**config.mk**
```make
export PLATFORM = sky130hd
export DESIGN_NAME = prm_power_reset_manager
export DESIGN_NICKNAME = d
export VERILOG_FILES = /design/src/verilog/prm_power_reset_manager.v /design/src/verilog/prm_startup_timer.v
export VERILOG_INCLUDE_DIRS = /design/src /design/src/verilog
export SDC_FILE = /design/constraint.sdc
export NUM_CORES = 1
export LEC_CHECK = 0
export CORE_MARGIN = 2
export CORE_UTILIZATION = 60
export DETAILED_ROUTE_END_ITERATION = 7
export DONT_BUFFER_PORTS = 1
export PLACE_DENSITY_LB_ADDON = 0.12
export SLEW_MARGIN = 25
export SYNTH_ARGS = -nofsm -noshare
export SYNTH_HDL_FRONTEND = slang
export SYNTH_SLANG_ARGS = --single-unit
```
**constraint.sdc**
```tcl
create_clock -name pclk -period 2.6 [get_ports pclk]
set_input_delay 0.52 -clock pclk [delete_from_list [all_inputs] [get_ports pclk]]
set_output_delay 0.52 -clock pclk [all_outputs]
set_load 0.01 [all_outputs]
```
**src/verilog/prm_consts.vh**
```
// Constants for the power and reset manager: offsets, fields, counts.
// Included by the design files; holds definitions only.
`ifndef PRM_CONSTS_VH
`define PRM_CONSTS_VH

// Register byte offsets
`define PRM_OFF_PWR_CTRL 12'h000
`define PRM_OFF_AUX_ONE 12'h004
`define PRM_OFF_AUX 12'h008
`define PRM_OFF_CONFIG 12'h00C
`define PRM_OFF_STATUS 12'h010

// power_control fields
`define PRM_PC_IDLE 0
`define PRM_PC_PDOWN 1
`define PRM_PC_BOF 5
`define PRM_PC_POF 4
// aux_control_one fields
`define PRM_A1_BOI 5
`define PRM_A1_BOD 6
// aux_control fields
`define PRM_AX_LOW_VOLTAGE_EPROM 4
// user_config_byte fields
`define PRM_CF_BOV 0
`define PRM_CF_WATCHDOG_RESET_ENABLE 1
`define PRM_CF_RPD 2
`define PRM_CF_XTAL 3
`define PRM_CF_CONVERTER_RC_CLOCK_SELECT 4

// Reset values
`define PRM_RST_CONFIG 8'hFF
`define PRM_RST_ZERO 8'h00

// Oscillator start-up counts in CPU clocks
`define PRM_START_XTAL 1024
`define PRM_START_RC 256
`define PRM_CNT_W 11

`endif

```
**src/verilog/prm_power_reset_manager.v**
```verilog
// Power and reset manager: brownout, power-on, idle, power-down, reset pin.
// Assumes detector and wakeup inputs are synchronous to pclk; APB slave.
//
// Local design decisions: the address map and the APB interface to the registers.
`timescale 1ns/1ps
`include "prm_consts.vh"

module prm_power_reset_manager #(
    parameter XTAL_COUNT = `PRM_START_XTAL,
    parameter RC_COUNT = `PRM_START_RC
) (
    input wire pclk,
    input wire presetn,
    input wire psel,
    input wire penable,
    input wire pwrite,
    input wire [11:0] paddr,
    input wire [31:0] pwdata,
    output reg [31:0] prdata,
    output wire pready,
    output wire pslverr,
    input wire power_on_detect,
    input wire brownout_detect,
    input wire reset_pin_in,
    input wire watchdog_overflow,
    input wire wdt_irq_enable,
    input wire ext0_wake,
    input wire ext1_wake,
    input wire kbd_wake,
    input wire cmp1_wake,
    input wire cmp2_wake,
    input wire adc_wake,
    input wire adc_enabled,
    input wire [7:0] wake_irq_enable,
    input wire global_irq_enable,
    input wire brownout_irq_enable,
    input wire wake_priority_ok,
    output reg cpu_reset,
    output wire cpu_halt,
    output wire osc_run,
    output wire brownout_level_select,
    output wire brownout_irq,
    output wire eprom_analog_off,
    output wire reset_pin_gpio,
    output wire analog_keep_alive
);
    ////////////////////////////////////////////////////////////////////
    localparam [3:0] ST_RUN = 4'b0001;
    localparam [3:0] ST_IDLE = 4'b0010;
    localparam [3:0] ST_PDOWN = 4'b0100;
    localparam [3:0] ST_START = 4'b1000;

    reg [3:0] state_reg, state_next;
    reg idle_request_reg, powerdown_request_reg;
    reg brownout_flag_reg, power_on_flag_reg;
    reg brownout_disable_reg, brownout_irq_select_reg;
    reg low_voltage_eprom_reg;
    reg [7:0] user_config_byte_reg;
    reg bo_prev_reg;
    reg bo_irq_reg;
    reg por_seen_reg;
    wire wr_en, rd_en, addr_ok;
    wire bo_active, bo_reset, bo_irq_event;
    wire wake_irq, wake_reset, start_busy, start_done;
    wire pin_reset, any_reset, xtal_mode;

    ////////////////////////////////////////////////////////////////////
    // APB slave, zero wait states
    assign pready = 1'b1;
    assign addr_ok = (paddr == `PRM_OFF_PWR_CTRL) ||
        (paddr == `PRM_OFF_AUX_ONE) || (paddr == `PRM_OFF_AUX) ||
        (paddr == `PRM_OFF_CONFIG) || (paddr == `PRM_OFF_STATUS);
    assign pslverr = psel && penable && !addr_ok;
    assign wr_en = psel && penable && pwrite;
    assign rd_en = psel && !penable && !pwrite;

    ////////////////////////////////////////////////////////////////////
    // Brownout decision
    assign brownout_level_select =
        user_config_byte_reg[`PRM_CF_BOV];
    assign bo_active = brownout_detect && !brownout_disable_reg;
    assign bo_reset = bo_active &&
        !brownout_irq_select_reg;
    assign bo_irq_event = bo_active && !bo_prev_reg &&
        brownout_irq_select_reg;
    assign brownout_irq = bo_irq_reg;

    assign pin_reset = !user_config_byte_reg[`PRM_CF_RPD] &&
        !reset_pin_in;
    assign reset_pin_gpio = user_config_byte_reg[`PRM_CF_RPD];
    // Watchdog reset needs no main clock, so it acts in power-down
    assign wake_reset = bo_reset || pin_reset || power_on_detect ||
        (watchdog_overflow &&
        user_config_byte_reg[`PRM_CF_WATCHDOG_RESET_ENABLE]);
    assign any_reset = wake_reset;

    // Wakeup interrupt sources, each gated by its own enable
    assign wake_irq = global_irq_enable && wake_priority_ok && (
        (ext0_wake && wake_irq_enable[0]) ||
        (ext1_wake && wake_irq_enable[1]) ||
        (kbd_wake && wake_irq_enable[2]) ||
        (cmp1_wake && wake_irq_enable[3]) ||
        (cmp2_wake && wake_irq_enable[4]) ||
        (watchdog_overflow && !user_config_byte_reg[`PRM_CF_WATCHDOG_RESET_ENABLE] &&
            wdt_irq_enable) ||
        (bo_active && brownout_irq_select_reg &&
            brownout_irq_enable) ||
        (adc_wake && adc_enabled && wake_irq_enable[5] &&
            user_config_byte_reg[`PRM_CF_CONVERTER_RC_CLOCK_SELECT]));

    assign xtal_mode = user_config_byte_reg[`PRM_CF_XTAL];

    ////////////////////////////////////////////////////////////////////
    // Low-power state machine
    always @* begin
        state_next = state_reg;
        case (state_reg)
            ST_RUN: begin
                if (powerdown_request_reg)
                    state_next = ST_PDOWN;
                else if (idle_request_reg)
                    state_next = ST_IDLE;
            end
            ST_IDLE: begin
                if (wake_irq)
                    state_next = ST_RUN;
            end
            ST_PDOWN: begin
                if (wake_irq)
                    state_next = ST_START;
            end
            ST_START: begin
                if (start_done)
                    state_next = ST_RUN;
            end
            default: state_next = ST_RUN;
        endcase
    end

    always @(posedge pclk or negedge presetn) begin
        if (!presetn) begin
            state_reg <= ST_RUN;
            cpu_reset <= 1'b1;
        end else begin
            cpu_reset <= any_reset;
            if (any_reset)
                state_reg <= ST_RUN;
            else
                state_reg <= state_next;
        end
    end

    // Oscillator restarts as soon as power-down is left
    assign osc_run = (state_reg != ST_PDOWN);
    assign cpu_halt = (state_reg != ST_RUN) || start_busy;
    assign analog_keep_alive = 1'b1;
    assign eprom_analog_off = low_voltage_eprom_reg;

    prm_startup_timer #(
        .CNT_W(`PRM_CNT_W),
        .XTAL_COUNT(XTAL_COUNT),
        .RC_COUNT(RC_COUNT)
    ) u_startup (
        .pclk(pclk),
        .presetn(presetn),
        // A reset in the wake cycle skips the wait, so no count then
        .start(state_reg == ST_PDOWN && state_next == ST_START &&
            !any_reset),
        .xtal_mode(xtal_mode),
        .busy(start_busy),
        .done(start_done)
    );

    ////////////////////////////////////////////////////////////////////
    // Control and flag registers; set beats software clear
    always @(posedge pclk or negedge presetn) begin
        if (!presetn) begin
            idle_request_reg <= 1'b0;
            powerdown_request_reg <= 1'b0;
            brownout_flag_reg <= 1'b0;
            power_on_flag_reg <= 1'b0;
            brownout_disable_reg <= 1'b0;
            brownout_irq_select_reg <= 1'b0;
            low_voltage_eprom_reg <= 1'b0;
            user_config_byte_reg <= `PRM_RST_CONFIG;
            bo_prev_reg <= 1'b0;
            bo_irq_reg <= 1'b0;
            por_seen_reg <= 1'b0;
        end else begin
            bo_prev_reg <= bo_active;
            bo_irq_reg <= bo_irq_event && brownout_irq_enable;
            por_seen_reg <= power_on_detect;
            if (wr_en && paddr == `PRM_OFF_PWR_CTRL) begin
                idle_request_reg <= pwdata[`PRM_PC_IDLE];
                powerdown_request_reg <= pwdata[`PRM_PC_PDOWN];
                if (!pwdata[`PRM_PC_BOF])
                    brownout_flag_reg <= 1'b0;
                if (!pwdata[`PRM_PC_POF])
                    power_on_flag_reg <= 1'b0;
            end
            if (wr_en && paddr == `PRM_OFF_AUX_ONE) begin
                brownout_irq_select_reg <= pwdata[`PRM_A1_BOI];
                brownout_disable_reg <= pwdata[`PRM_A1_BOD];
            end
            // Set-only from software: only power-on clears it
            if (wr_en && paddr == `PRM_OFF_AUX && pwdata[`PRM_AX_LOW_VOLTAGE_EPROM])
                low_voltage_eprom_reg <= 1'b1;
            if (wr_en && paddr == `PRM_OFF_CONFIG)
                user_config_byte_reg <= pwdata[7:0];
            if (bo_active)
                brownout_flag_reg <= 1'b1;
            if (power_on_detect && !por_seen_reg)
                power_on_flag_reg <= 1'b1;
            if (power_on_detect)
                low_voltage_eprom_reg <= 1'b0;
            // Exit of either low-power state drops both requests
            if (any_reset || (state_reg == ST_IDLE && wake_irq) ||
                    (state_reg == ST_PDOWN && wake_irq)) begin
                idle_request_reg <= 1'b0;
                powerdown_request_reg <= 1'b0;
            end
            // Reset returns the brownout disable and interrupt select to defaults
            if (any_reset) begin
                brownout_disable_reg <= 1'b0;
                brownout_irq_select_reg <= 1'b0;
            end
        end
    end

    ////////////////////////////////////////////////////////////////////
    // Read data registered in the setup phase
    always @(posedge pclk or negedge presetn) begin
        if (!presetn) begin
            prdata <= 32'h0000_0000;
        end else if (rd_en) begin
            prdata <= 32'h0000_0000;
            case (paddr)
                `PRM_OFF_PWR_CTRL: begin
                    prdata[`PRM_PC_IDLE] <= idle_request_reg;
                    prdata[`PRM_PC_PDOWN] <= powerdown_request_reg;
                    prdata[`PRM_PC_POF] <= power_on_flag_reg;
                    prdata[`PRM_PC_BOF] <= brownout_flag_reg;
                end
                `PRM_OFF_AUX_ONE: begin
                    prdata[`PRM_A1_BOI] <= brownout_irq_select_reg;
                    prdata[`PRM_A1_BOD] <= brownout_disable_reg;
                end
                `PRM_OFF_AUX: prdata[`PRM_AX_LOW_VOLTAGE_EPROM] <= low_voltage_eprom_reg;
                `PRM_OFF_CONFIG: prdata[7:0] <= user_config_byte_reg;
                `PRM_OFF_STATUS: begin
                    prdata[3:0] <= state_reg;
                    prdata[4] <= start_busy;
                    prdata[5] <= brownout_detect;
                end
                default: prdata <= 32'h0000_0000;
            endcase
        end
    end
endmodule

```
**src/verilog/prm_startup_timer.v**
```verilog
// Oscillator start-up counter: counts CPU clocks after a restart.
// Assumes pclk keeps running in this model while the oscillator restarts.
`timescale 1ns/1ps
`include "prm_consts.vh"

module prm_startup_timer #(
    parameter CNT_W = `PRM_CNT_W,
    parameter XTAL_COUNT = `PRM_START_XTAL,
    parameter RC_COUNT = `PRM_START_RC
) (
    input wire pclk,
    input wire presetn,
    input wire start,
    input wire xtal_mode,
    output wire busy,
    output reg done
);
    localparam integer XTAL_M1 = XTAL_COUNT - 1;
    localparam integer RC_M1 = RC_COUNT - 1;
    localparam [CNT_W-1:0] XTAL_LAST = XTAL_M1[CNT_W-1:0];
    localparam [CNT_W-1:0] RC_LAST = RC_M1[CNT_W-1:0];

    reg [CNT_W-1:0] count_reg;
    reg run_reg;

    assign busy = run_reg;

    always @(posedge pclk or negedge presetn) begin
        if (!presetn) begin
            count_reg <= {CNT_W{1'b0}};
            run_reg <= 1'b0;
            done <= 1'b0;
        end else begin
            done <= 1'b0;
            if (start) begin
                count_reg <= {CNT_W{1'b0}};
                run_reg <= 1'b1;
            end else if (run_reg) begin
                // Length follows oscillator type
                if (count_reg == (xtal_mode ? XTAL_LAST : RC_LAST)) begin
                    run_reg <= 1'b0;
                    done <= 1'b1;
                end else begin
                    count_reg <= count_reg + {{(CNT_W-1){1'b0}}, 1'b1};
                end
            end
        end
    end
endmodule

```
==> reports/qor.yml <==
pwr:
  irDropWorstVdd_mv: 0.3302
  p_leak_nw: 1.110
  power_density_nw_per_um2: 439.5
worst_setup_path:
  worst_r2r_endpoint: "state_reg[0]"
  worstSetupStartpointType: "flop"
  worst-endpoint-arrival_ns: 1.56
  r2r_cells: 5
  setup.worst_path.end_class: "output pin"
  path_class: "flop to output pin"
  cp_max_fo: 6
  cp.required_ns: 2.08
  rrSetupSlack_ns: 0.55
  regToRegStartpoint: "user_config_byte_reg[2]"
logic_synthesis:
  ys_top_cells_by_area: "dfrtp_1, dfstp_2, buf_4"
  synth_top_cell_area_share: 0.3279
  synth_edf_count: 0
  synth-main-ff-cell: "dfrtp_1"
  yosysSeqAreaShare: 0.4291
  async_reset_ff_frac: 1.000
  syn_inst: 265
  yosysTopAreaCell: "dfrtp_1"
  ys_warn_count: 0
  yosys-top-cells-count: "dfrtp_1, buf_4, nand2_1, o21ai_0"
  syn_area_per_cell_sq_um: 9.792
  ys_types: 53
  yosysMostFrequentCell: "dfrtp_1"
  syn_area_sq_um: 2595
  ys_seq_elements: 44
cells_and_area:
  utilization: 0.6519
  nNetsFinal: 342
  largest_reg_flops: 11
  drive_gt1_frac: 0.1556
  antennaDiodeCount: 0
  multi_input_area_sq_um: 1311
  seqCellArea_sq_um: 1114
  finalNonFillerCells: 320
  fillers: 356
  synthToLayoutAreaGrowth_pct: 2.652
place:
  portBuffers: 0
  gp_congestion: 0.8921
  hpwl_um: 4009
  dp.cells: 311
global_routing:
  overflow: 0
  grt_pass1_vias: 1911
  grt_use_total: 0.2330
  grt_pass1_wl_um: 9142
  grt_max_degree: 35
  antenna_found_initial: 0
clocking:
  htreeDepth: 2
  worstSkewPairLatency_ns: 0.30
  cts.clk_slew.worst_paths_ns: 0.08
  cts_root_buffer: "clkbuf_8"
  cts_sinks: 44
  cts_made_buffers: 5
  clock_path_buffers: 2
  post_cts_buffers: 0
  postCtsHoldBufs: 1
  ctsResizeCount: 0
  cts_tree: "yes"
routing:
  via_per_inst: 6.522
  wl_um: 5598
  drtIter0Drc: 128
  drt_first_pass_iters: 5
  final_antenna_net_count: 0
  vias: 2087
  wl_per_cell_um: 17.49
  drc: 0
timing:
  setup_viol_count_final: 0
  period_minus_slack_ns: 2.080
  clock_skew_ns: 0.003583
  timing.final.max_slew_violations: 0
  hold_viol: 0
  fmaxAchievable_mhz: 480.8
  slew_headroom: 0.5895
  tightest_slew_ns: 0.6157
  rsz0062_at_grt: "no"
  setup-tns-final_ns: 0
  timing.final.crit_share: 0.8000
flow_run:
  cap_violations: 0
floorplanning:
  die-area_sq_um: 4867
  num_rows: 23
  core_area_sq_um: 4086
  start_util: 0.6350
  die_h_um: 69.77
  io_pins: 114
  dieWidth_um: 69.77
worst_hold_path:
  hold_class: "input port to asynchronous set/reset pin"
run_status:
  status: "finished, final reports clean"
-- report_power, final --
part	switching [mW]	internal [mW]	leakage [nW]
Sequential	0.00109	0.687	0.554
Combinational	0.0489	0.0186	0.514
Clock	0.226	0.189	0.0422
-- through the flow --
step	hold slack [ns]	setup WS, ns	power [mW]	instance area (sq um)
2_1_floorplan	0.2244	0.4679	0.7797	2685
3_3_place_gp	0.2251	0.3924	0.7547	2562
3_5_place_dp	0.2253	0.3719	0.7547	2562
4_1_cts	0.04537	0.5346	1.182	2664
5_1_grt	0.04064	0.4082	1.212	2664
6_report	0.04785	0.5200	1.171	2664
-- cell usage in the layout, fill, tap and decap left out, types with 9 or more instances in the layout --
master   Yosys  routed
a21oi_1     12      12
a22oi_1     12      12
conb_1       2      26
dfrtp_1     34      34
dfstp_2     10      10
mux2_2      10      10
nand2_1     21      21
nand3_1      9       9
nor2_1      10      10
o21ai_0     21      21
-- cell type report --
class                           count  share of cell area
Multi-Input combinational cell    203              0.4923
Clock buffer                        7             0.02865
Tap cell                           50             0.02349
Sequential cell                    44              0.4180
Timing Repair Buffer                7             0.02442
Inverter                            8             0.01127
Clock inverter                      1            0.001879
-- metal layers --
metal  part of all wire  global-route usage  vias to the layer above
met5                  0                   0                        -
met4              0.013             0.07051                        0
met3              0.069             0.04797                        7
met2               0.44              0.3280                      100
met1               0.48              0.3593                     1018
li1                   -                   -                      962
-- how the worst max path moves through the flow --
stage / endpoint / start / slack (ns) / depth (start not counted)
detailed placement: powerdown_request_reg / paddr[9] / 0.37 / 4
CTS: osc_run / state_reg[2] / 0.53 / 3
floorplan: idle_request_reg / paddr[9] / 0.47 / 5
finish: osc_run / state_reg[2] / 0.52 / 3
global route: cpu_halt / state_reg[0] / 0.41 / 3
global placement: idle_request_reg / paddr[9] / 0.39 / 4
-- worst max-delay path: stages (launching register included) --
cell and delay, ns:
dfrtp_1 0.44, inv_1 0.10, nor4_2 0.53, inv_1 0.20
-- kinds of logic after synthesis --
kind of cell | after synthesis | synth area share
mux | 14 | 0.05882
xor+xnor | 2 | 0.006751
flops | 44 | 0.4291
fa+ha+maj | 1 | 0.004821
compound gates | 73 | 0.1890
buf+inv | 42 | 0.1003
simple gates | 87 | 0.2083
other cells | 2 | 0.002894
Power figures use the tool's default switching activity.
